===== src/shared/tpwm_pkg.sv =====
// register map, field positions and reset values of the two-compare pwm timer
// assumes a 32-bit ahb-lite slave port, one aligned word per register
package tpwm_pkg;
    localparam logic [7:0]  MODE_OFS = 8'h00;
    localparam logic [7:0]  CR1_OFS  = 8'h04;
    localparam logic [7:0]  CR2_OFS  = 8'h08;
    localparam logic [7:0]  CNT_OFS  = 8'h0C;
    localparam logic [7:0]  GRA_OFS  = 8'h10;
    localparam logic [7:0]  GRB_OFS  = 8'h14;
    localparam logic [7:0]  GRC_OFS  = 8'h18;
    localparam logic [7:0]  OER_OFS  = 8'h1C;
    localparam logic [7:0]  SR_OFS   = 8'h20;
    localparam logic [7:0]  IER_OFS  = 8'h24;

    localparam int unsigned MODE_TWOCMP_B  = 3;
    localparam int unsigned MODE_THIRDFN_B = 4;
    localparam int unsigned MODE_START_B   = 7;
    localparam int unsigned CR1_LVL_B      = 1;
    localparam int unsigned CR1_SRC_LO     = 4;
    localparam int unsigned CR1_CLR_B      = 7;
    localparam int unsigned CR2_CONT_B     = 5;
    localparam int unsigned CR2_EDGE_LO    = 6;
    localparam int unsigned OER_DIS_B      = 1;
    localparam int unsigned OER_CUT_B      = 7;
    localparam int unsigned SR_MATCHA_B    = 0;
    localparam int unsigned SR_WRAP_B      = 7;

    localparam logic [7:0]  MODE_RST = 8'h00;
    localparam logic [7:0]  CR1_RST  = 8'h00;
    localparam logic [7:0]  CR2_RST  = 8'h00;
    localparam logic [7:0]  OER_RST  = 8'h02;
    localparam logic [7:0]  IER_RST  = 8'h00;
    localparam logic [15:0] CNT_RST  = 16'h0000;
    localparam logic [15:0] GR_RST   = 16'hFFFF;
    localparam logic [15:0] CNT_MAX  = 16'hFFFF;

    typedef struct packed {
        logic level;
        logic oe;
    } tpwm_pin_t;
endpackage


===== src/hw/tpwm_top.sv =====
// two-compare pwm timer channel with ahb-lite register slave
// assumes trigger and cutoff pins are asynchronous, one 50 mhz clock
// Function
// [RULE1] mode bit 3 zero selects two-compare pwm
// [RULE2] third compare stays general register when bit4 zero
// [RULE3] counter stopped until count start bit set
// [RULE4] output starts low, high at third, low second
// [RULE5] count source 000 is undivided clock
// [RULE6] clear bit set: period match zeroes counter
// [RULE7] count operation zero: keep counting after match
// [RULE8] trigger edge bits 00 ignore trigger pin
// [RULE9] 16-bit up counter, software readable and writable
// [RULE10] wrap past maximum sets overflow flag
// [RULE11] first compare defines period, all sixteen bits
// [RULE12] second compare gives trailing output change
// [RULE13] third compare gives leading change, wait time
// [RULE14] output driven only while disable bit zero
// [RULE15] cutoff enable zero ignores cutoff input
// [RULE16] flag a clears by write zero after read
// [RULE17] enable bit 0 raises match a interrupt
// [RULE18] flag a set in period match cycle
`timescale 1ns/1ns
module tpwm_top
(
    input  wire logic                CLK_I,
    input  wire logic                RST_I,
    input  wire logic                HSEL_I,
    input  wire logic [31:0]         HADDR_I,
    input  wire logic [1:0]          HTRANS_I,
    input  wire logic                HWRITE_I,
    input  wire logic [2:0]          HSIZE_I,
    input  wire logic [31:0]         HWDATA_I,
    input  wire logic                HREADY_I,
    output logic      [31:0]         HRDATA_O,
    output logic                     HREADYOUT_O,
    output logic                     HRESP_O,
    input  wire logic                TRIG_I,
    input  wire logic                CUTOFF_N_I,
    output tpwm_pkg::tpwm_pin_t      PIN_O,
    output logic                     IRQ_O
);
    import tpwm_pkg::*;

    logic [7:0]  mode_q;
    logic [7:0]  cr1_q;
    logic [7:0]  cr2_q;
    logic [7:0]  oer_q;
    logic [7:0]  ier_q;
    logic [15:0] cnt_q;
    logic [15:0] gra_q;
    logic [15:0] grb_q;
    logic [15:0] grc_q;
    logic        flag_a_q;
    logic        wrap_q;
    logic        arm_a_q;
    logic        arm_wrap_q;
    logic        pwm_q;
    logic        start_prev_q;
    logic [6:0]  pre_q;
    logic        trig1_q;
    logic        trig2_q;
    logic        trig3_q;
    logic        cut1_q;
    logic        cut2_q;
    logic        dp_wr_q;
    logic        dp_rd_q;
    logic        rd_done_q;
    logic [7:0]  dp_addr_q;
    logic [31:0] rdata_q;

    logic        ap_valid;
    logic        wr_en;
    logic [31:0] rd_mux;
    logic [6:0]  pre_mask;
    logic        tick;
    logic        run;
    logic        gra_hit;
    logic        cnt_wr;
    logic        trig_evt;
    logic        trig_rise;
    logic        trig_fall;
    logic        step;
    logic        clr_hit;
    logic        wrap_evt;
    logic        flag_a_set;
    logic        cont_stop;
    logic [1:0]  edge_sel;
    logic [2:0]  src_sel;
    logic        lvl_sel;
    logic        sr_wr;

    // bus slave: writes complete with no wait, reads take one wait state
    assign ap_valid    = HSEL_I & HTRANS_I[1] & HREADY_I;
    assign wr_en       = dp_wr_q;
    assign HREADYOUT_O = ~(dp_rd_q & ~rd_done_q);
    assign HRESP_O     = 1'b0;
    assign HRDATA_O    = rdata_q;

    always_ff @(posedge CLK_I)
    begin
        if (RST_I)
        begin
            dp_wr_q   <= 1'b0;
            dp_rd_q   <= 1'b0;
            dp_addr_q <= 8'h00;
        end
        else if (HREADYOUT_O)
        begin
            dp_wr_q   <= ap_valid & HWRITE_I;
            dp_rd_q   <= ap_valid & ~HWRITE_I;
            dp_addr_q <= (HADDR_I[31:8] == 24'h000000) ? HADDR_I[7:0]
                                                        : 8'hFF;
        end
    end

    always_comb
    begin
        case (dp_addr_q)
            MODE_OFS: rd_mux = {24'h000000, mode_q};
            CR1_OFS:  rd_mux = {24'h000000, cr1_q};
            CR2_OFS:  rd_mux = {24'h000000, cr2_q};
            CNT_OFS:  rd_mux = {16'h0000, cnt_q};
            GRA_OFS:  rd_mux = {16'h0000, gra_q};
            GRB_OFS:  rd_mux = {16'h0000, grb_q};
            GRC_OFS:  rd_mux = {16'h0000, grc_q};
            OER_OFS:  rd_mux = {24'h000000, oer_q};
            SR_OFS:   rd_mux = {24'h000000, wrap_q, 6'h00, flag_a_q};
            IER_OFS:  rd_mux = {24'h000000, ier_q};
            default:  rd_mux = 32'h00000000;
        endcase
    end

    // read data is latched in the wait cycle so it sees prior writes
    always_ff @(posedge CLK_I)
    begin
        if (RST_I)
        begin
            rd_done_q <= 1'b0;
            rdata_q   <= 32'h00000000;
        end
        else
        begin
            rd_done_q <= dp_rd_q & ~rd_done_q;
            if (dp_rd_q & ~rd_done_q)
                rdata_q <= rd_mux;
        end
    end

    assign sr_wr = wr_en & (dp_addr_q == SR_OFS);
    assign cnt_wr = wr_en & (dp_addr_q == CNT_OFS);

    // configuration registers
    always_ff @(posedge CLK_I)
    begin
        if (RST_I)
        begin
            cr1_q <= CR1_RST;
            cr2_q <= CR2_RST;
            ier_q <= IER_RST;
            gra_q <= GR_RST;
            grb_q <= GR_RST;
            grc_q <= GR_RST;
        end
        else if (wr_en)
        begin
            case (dp_addr_q)
                CR1_OFS: cr1_q <= HWDATA_I[7:0];
                CR2_OFS: cr2_q <= HWDATA_I[7:0];
                IER_OFS: ier_q <= HWDATA_I[7:0];
                GRA_OFS: gra_q <= HWDATA_I[15:0]; // RULE11
                GRB_OFS: grb_q <= HWDATA_I[15:0]; // RULE12
                // general compare only, no buffering
                GRC_OFS: grc_q <= HWDATA_I[15:0]; // RULE2 RULE13
                default: ;
            endcase
        end
    end

    assign lvl_sel  = cr1_q[CR1_LVL_B];
    assign src_sel  = cr1_q[CR1_SRC_LO +: 3];
    assign edge_sel = cr2_q[CR2_EDGE_LO +: 2];

    // count source: 000 every clock, otherwise divide by 2**select
    assign pre_mask = 7'((8'h01 << src_sel) - 8'h01);
    assign tick     = ((pre_q | ~pre_mask) == 7'h7F); // RULE5

    always_ff @(posedge CLK_I)
    begin
        if (RST_I)
            pre_q <= 7'h00;
        else
            pre_q <= pre_q + 7'h01;
    end

    // trigger pin synchroniser and edge select
    always_ff @(posedge CLK_I)
    begin
        if (RST_I)
        begin
            trig1_q <= 1'b0;
            trig2_q <= 1'b0;
            trig3_q <= 1'b0;
            cut1_q  <= 1'b1;
            cut2_q  <= 1'b1;
        end
        else
        begin
            trig1_q <= TRIG_I;
            trig2_q <= trig1_q;
            trig3_q <= trig2_q;
            cut1_q  <= CUTOFF_N_I;
            cut2_q  <= cut1_q;
        end
    end

    assign trig_rise = trig2_q & ~trig3_q;
    assign trig_fall = ~trig2_q & trig3_q;
    always_comb
    begin
        case (edge_sel)
            2'b01:   trig_evt = trig_rise;
            2'b10:   trig_evt = trig_fall;
            2'b11:   trig_evt = trig_rise | trig_fall;
            default: trig_evt = 1'b0; // RULE8
        endcase
    end

    // counter core
    assign run       = mode_q[MODE_START_B];
    assign gra_hit   = (cnt_q == gra_q); // RULE11
    assign step      = run & tick;
    assign clr_hit    = step & gra_hit & cr1_q[CR1_CLR_B];
    assign wrap_evt   = step & (cnt_q == CNT_MAX) & ~clr_hit;
    assign flag_a_set = step & gra_hit; // RULE18
    assign cont_stop  = step & gra_hit & cr2_q[CR2_CONT_B]; // RULE7

    always_ff @(posedge CLK_I)
    begin
        if (RST_I)
            mode_q <= MODE_RST;
        else if (wr_en & (dp_addr_q == MODE_OFS))
            mode_q <= HWDATA_I[7:0];
        else if (cont_stop)
            mode_q[MODE_START_B] <= 1'b0;
    end

    always_ff @(posedge CLK_I)
    begin
        if (RST_I)
            cnt_q <= CNT_RST;
        else if (cnt_wr)
            cnt_q <= HWDATA_I[15:0]; // RULE9
        else if (trig_evt)
            cnt_q <= CNT_RST;
        else if (clr_hit)
            cnt_q <= CNT_RST; // RULE6
        else if (step)
            cnt_q <= cnt_q + 16'h0001; // RULE3 RULE9
    end

    // status flags: set wins, cleared by writing zero after reading one
    always_ff @(posedge CLK_I)
    begin
        if (RST_I)
        begin
            flag_a_q   <= 1'b0;
            wrap_q     <= 1'b0;
            arm_a_q    <= 1'b0;
            arm_wrap_q <= 1'b0;
        end
        else
        begin
            if (flag_a_set)
                flag_a_q <= 1'b1; // RULE18
            else if (sr_wr & arm_a_q & ~HWDATA_I[SR_MATCHA_B])
                flag_a_q <= 1'b0; // RULE16
            if (wrap_evt)
                wrap_q <= 1'b1; // RULE10
            else if (sr_wr & arm_wrap_q & ~HWDATA_I[SR_WRAP_B])
                wrap_q <= 1'b0;
            if (dp_rd_q & ~rd_done_q & (dp_addr_q == SR_OFS))
            begin
                arm_a_q    <= flag_a_q;
                arm_wrap_q <= wrap_q;
            end
            else if (sr_wr)
            begin
                arm_a_q    <= 1'b0;
                arm_wrap_q <= 1'b0;
            end
        end
    end

    assign IRQ_O = (flag_a_q & ier_q[SR_MATCHA_B])
                 | (wrap_q & ier_q[SR_WRAP_B]); // RULE17

    // output enable register, cutoff forces the disable bit
    always_ff @(posedge CLK_I)
    begin
        if (RST_I)
            oer_q <= OER_RST;
        else if (wr_en & (dp_addr_q == OER_OFS))
            oer_q <= HWDATA_I[7:0];
        else if (oer_q[OER_CUT_B] & ~cut2_q)
            oer_q[OER_DIS_B] <= 1'b1; // RULE15
    end

    // pwm level: inactive at start, leading at third, trailing at second
    always_ff @(posedge CLK_I)
    begin
        if (RST_I)
        begin
            pwm_q        <= 1'b0;
            start_prev_q <= 1'b0;
        end
        else
        begin
            start_prev_q <= run;
            if (mode_q[MODE_TWOCMP_B])
                pwm_q <= lvl_sel;
            else if ((run & ~start_prev_q) | trig_evt)
                pwm_q <= lvl_sel; // RULE1 RULE4
            else if (step & (cnt_q == grb_q))
                pwm_q <= lvl_sel; // RULE4 RULE12
            else if (step & (cnt_q == grc_q))
                pwm_q <= ~lvl_sel; // RULE4 RULE13
        end
    end

    assign PIN_O.level = pwm_q;
    assign PIN_O.oe    = ~oer_q[OER_DIS_B]; // RULE14
endmodule


===== config.mk =====
export PLATFORM = sky130hd
export DESIGN_NAME = tpwm_top
export DESIGN_NICKNAME = d
export VERILOG_FILES = /design/src/shared/tpwm_pkg.sv /design/src/hw/tpwm_top.sv
export SDC_FILE = /design/constraint.sdc
export NUM_CORES = 1
export LEC_CHECK = 0
export ABC_AREA = 1
export ABC_CLOCK_PERIOD_IN_PS = 2000
export BUFFER_PORTS_ARGS = -buffer_cell sky130_fd_sc_hd__buf_2
export CAP_MARGIN = 20
export CORE_MARGIN = 2
export CORE_UTILIZATION = 52
export DETAILED_ROUTE_END_ITERATION = 8
export PLACE_DENSITY = 0.76
export SLEW_MARGIN = 20
export SYNTH_ARGS = -nofsm -noshare
export SYNTH_HDL_FRONTEND = slang
export SYNTH_SLANG_ARGS = --single-unit

===== constraint.sdc =====
create_clock -name CLK_I -period 2 [get_ports CLK_I]
set_input_delay 0.4 -clock CLK_I [delete_from_list [all_inputs] [get_ports CLK_I]]
set_output_delay 0.4 -clock CLK_I [all_outputs]
set_load 0.05 [all_outputs]

==> summary.json <==
{
  "total_leakage_power_uw": 0.00418,
  "final_min_period_over_clock_period_pct": 102,
  "utilization_pct": 62.4,
  "synth_top_flop_cell": "sky130_fd_sc_hd__dfxtp_1",
  "viasPerCell": 5.51,
  "required_ns": 2.32,
  "final_design_area_no_fill_um2": 9390,
  "postSynthRegisterBits": 149,
  "maxUsedRoutingLayer": "met4",
  "post_route_worst_setup_slack_ns": -0.0407,
  "avgSynthCellArea_um2": 6.94,
  "min-delay-path-class": "in -> reg",
  "flow.area_growth_from_synthesis_pct": 18.6,
  "post-route-min-period_ns": 2.04,
  "vias": 7874,
  "grt_overflow_total": 0,
  "finalWeightedCongestion": 0.928,
  "nNetsFinal": 1310,
  "fp-row-count": 45,
  "synth-adder-area-share_pct": 0.790,
  "detailedPlace.worstSlack_ns": 0.0181,
  "setup_violations": 13,
  "maxCapViolations": 0,
  "clock_insertion_delay_worst_skew_ns": 0.43,
  "timing.critical_path.to_type": "flop",
  "worstSetupPathType": "reg -> reg",
  "cts_sinks": 149,
  "grt_start_max_net_pins": 61,
  "fmaxAchievable_ghz": 0.490,
  "detail_route.wirelength.met1_um": 9770,
  "share_of_synthesized_cell_area_in_and_or_nand_and_nor_gates_pct": 26.3,
  "failed_checks": "negative setup slack",
  "detailedRoute.firstIterationViolations": 760,
  "nFillCells": 1317,
  "initial_utilization_pct": 52.7,
  "worstSetupStartpointType": "flop",
  "tritoncts": "yes",
  "placed_cells_incl_taps": 1383,
  "timing.max_slew.rel_slack_pct": 46.6,
  "postSynthCellCount": 1141,
  "route.final.wire_length_um": 22800,
  "die_area_um2": 16200,
  "final_antenna_net_count": 0,
  "total_power_density_per_cell_area_nw_per_um2": 701,
  "instances_no_fill": 1429,
  "io_pins": 113,
  "clock_tree.root_cell": "sky130_fd_sc_hd__clkbuf_16",
  "grt_first_pass_wirelength_um": 35100,
  "slew_violations": 0,
  "path_max_fanout": 11,
  "cts.clk_slew.worst_paths_ns": 0.06,
  "avgRoutedWirePerCell_um": 15.9,
  "cts_htree_levels": 4,
  "yosys.cell_types.count": 41,
  "vias_in_the_first_global_route": 7063,
  "multi_input_comb_area_um2": 4260,
  "synth-compound-area-share_pct": 18.5,
  "yosysWarningCount": 0,
  "area.sequential_um2": 2990,
  "arrival_ns": 2.36,
  "worst-slew-pin-transition_ns": 0.800,
  "remaining_drc_errors": 0,
  "worst_voltage_drop_across_the_vdd_grid_v": 0.000746,
  "synthXorXnorAreaFrac_pct": 5.09,
  "yosysSeqAreaShare_pct": 37.7,
  "grt_antenna_before_repair": 0,
  "layout-drive-gt1-share_pct": 20.3,
  "asyncSetResetFlopFracSynth_pct": 0,
  "placedInstanceArea_um2": 8480,
  "first_pass_iters": 5,
  "grt_setup_unrepaired": "true",
  "cts_buffers": 17,
  "die_height_um": 127,
  "die-width_um": 127,
  "core_area_um2": 15000,
  "dp.final_hpwl_um": 15300,
  "finalHoldViolCount": 0,
  "io_buffer_count": 75,
  "synth_edf_count": 0,
  "met3WireLength_um": 1760,
  "muxShareOfSynthArea_pct": 0,
  "synth_top_family_by_area": "simple AND/OR/NAND/NOR gates",
  "antenna-diode-count": 0,
  "synth.cell_area_um2": 7920,
  "met2_wirelength_um": 10600,
  "outcome": "finished with violations",
  "global_router_s_overall_resource_usage_pct": 27.3,
  "cts_buffer_depth": 2,
  "fin_worst_skew_ns": 0.00775
}
routing by layer:
layer	track usage (%)	vias up
li1	-	3857
met1	35.3	3634
met2	44.5	330
met3	5.86	53
met4	10.8	0
met5	0	-
kinds of logic after synthesis:
logic type	count (synthesis)
simple gates	476
flops	149
compound gates	260
other cells	1
buf+inv	204
fa+ha+maj	5
xor+xnor	46
registers in the layout, summed over array words and instances, names as in the netlist, 7 cells and up:
register,flops
HRDATA_O,16
cnt_q,16
cr1_q,8
cr2_q,8
dp_addr_q,8
gra_q,16
grb_q,16
grc_q,16
ier_q,8
mode_q,8
oer_q,8
pre_q,7
area by class of cell:
type,count,area share [%]
clock buffers,22,4.84
repair inverters,3,0.240
multi-input cells,807,45.4
inverters,127,5.14
clock inverters,9,1.37
well taps,188,2.51
repair buffers,124,8.65
flip-flops and latches,149,31.9
cells in the final DEF (no fill, tap or decap), types with 13 or more instances in the layout:
cell                        instances
sky130_fd_sc_hd__nor2_1            98
sky130_fd_sc_hd__dfxtp_1          146
sky130_fd_sc_hd__nand3_1           57
sky130_fd_sc_hd__nand2_2           14
sky130_fd_sc_hd__buf_2             75
sky130_fd_sc_hd__inv_2             17
sky130_fd_sc_hd__a21oi_1           91
sky130_fd_sc_hd__nor2_2            13
sky130_fd_sc_hd__o211ai_1          28
sky130_fd_sc_hd__o21ai_0          100
sky130_fd_sc_hd__nand2_1          241
sky130_fd_sc_hd__clkbuf_16         17
sky130_fd_sc_hd__buf_4             40
sky130_fd_sc_hd__nand3_2           13
sky130_fd_sc_hd__inv_1            107
sky130_fd_sc_hd__xnor2_1           37
sky130_fd_sc_hd__conb_1            17
timing repair:
action	4_1_cts	5_1_grt
setup buffers	0	11
setup endpoints to repair	0	31
gates resized for setup	0	59
hold buffers	0	0
cells in the mapped netlist, types with 2 or more instances:
cell type | n | share of area (%)
sky130_fd_sc_hd__nor2_2 | 4 | 0.32
sky130_fd_sc_hd__nor2_4 | 6 | 0.85
sky130_fd_sc_hd__buf_6 | 5 | 0.71
sky130_fd_sc_hd__nor4_1 | 7 | 0.55
sky130_fd_sc_hd__ha_1 | 5 | 0.79
sky130_fd_sc_hd__o211ai_2 | 9 | 1.4
sky130_fd_sc_hd__nand2_2 | 4 | 0.32
sky130_fd_sc_hd__nand2_1 | 252 | 12
sky130_fd_sc_hd__nor3_1 | 8 | 0.51
sky130_fd_sc_hd__a31oi_1 | 2 | 0.16
sky130_fd_sc_hd__nand3_1 | 65 | 4.1
sky130_fd_sc_hd__o22ai_1 | 9 | 0.71
sky130_fd_sc_hd__or2_2 | 2 | 0.16
sky130_fd_sc_hd__xnor2_1 | 37 | 4.1
sky130_fd_sc_hd__buf_2 | 24 | 1.5
sky130_fd_sc_hd__o21ai_0 | 100 | 6.3
sky130_fd_sc_hd__clkinv_1 | 2 | 0.095
sky130_fd_sc_hd__clkbuf_1 | 23 | 1.1
sky130_fd_sc_hd__o21ai_1 | 9 | 0.57
sky130_fd_sc_hd__nand3b_1 | 4 | 0.38
sky130_fd_sc_hd__o211ai_1 | 28 | 2.7
sky130_fd_sc_hd__nor2_1 | 108 | 5.1
sky130_fd_sc_hd__xor2_1 | 9 | 1.0
sky130_fd_sc_hd__inv_2 | 16 | 0.76
sky130_fd_sc_hd__clkbuf_2 | 2 | 0.13
sky130_fd_sc_hd__nand4_1 | 6 | 0.47
sky130_fd_sc_hd__dfxtp_1 | 149 | 38
sky130_fd_sc_hd__nand3_2 | 4 | 0.51
sky130_fd_sc_hd__buf_4 | 23 | 2.2
sky130_fd_sc_hd__a21oi_1 | 100 | 6.3
sky130_fd_sc_hd__inv_1 | 109 | 5.2
path summary, 6_finish.rpt:
check / endpoint / cells past startpoint / slack, ns / start
setup / recovery: cnt_q[4]$_SDFFE_PP0P_ / 13 / -0.04 / cr1_q[5]$_SDFFE_PP0P_
hold / removal: trig1_q$_SDFF_PP0_ / 3 / 0.18 / TRIG_I
setup reg to reg: cnt_q[4]$_SDFFE_PP0P_ / 13 / -0.04 / cr1_q[5]$_SDFFE_PP0P_
hold reg to reg: trig2_q$_SDFF_PP0_ / 2 / 0.40 / trig1_q$_SDFF_PP0_
worst max-delay path, cell delays in order (launching register included):
cell                      delay [ns]
sky130_fd_sc_hd__dfxtp_4        0.36
sky130_fd_sc_hd__nor2_4         0.11
sky130_fd_sc_hd__nand2_2        0.08
sky130_fd_sc_hd__ha_4           0.27
sky130_fd_sc_hd__inv_2          0.03
sky130_fd_sc_hd__nand2_2        0.06
sky130_fd_sc_hd__nand3_2        0.06
sky130_fd_sc_hd__nor2_2         0.11
sky130_fd_sc_hd__nand3_2        0.12
sky130_fd_sc_hd__nor2_8         0.29
sky130_fd_sc_hd__nor2_4         0.09
sky130_fd_sc_hd__buf_12         0.16
sky130_fd_sc_hd__nor2_1         0.12
sky130_fd_sc_hd__a21oi_2        0.07
per-stage QoR:
step           TNS, ns  hold slack [ns]  total power (uW)
2_1_floorplan        0            0.388              3310
3_3_place_gp         0            0.394              3410
3_5_place_dp         0            0.395              3410
4_1_cts              0            0.173              6600
5_1_grt          -1.04            0.175              6780
6_report        -0.247            0.180              6580
power by group:
part	switching (uW)	leakage (uW)	total (uW)	internal, uW
combinational	258	0.00269	352	93.3
sequential	16.2	0.00121	3000	2990
clock	1250	0.000280	3230	1980
No activity file was read; power rests on OpenSTA's default activity.
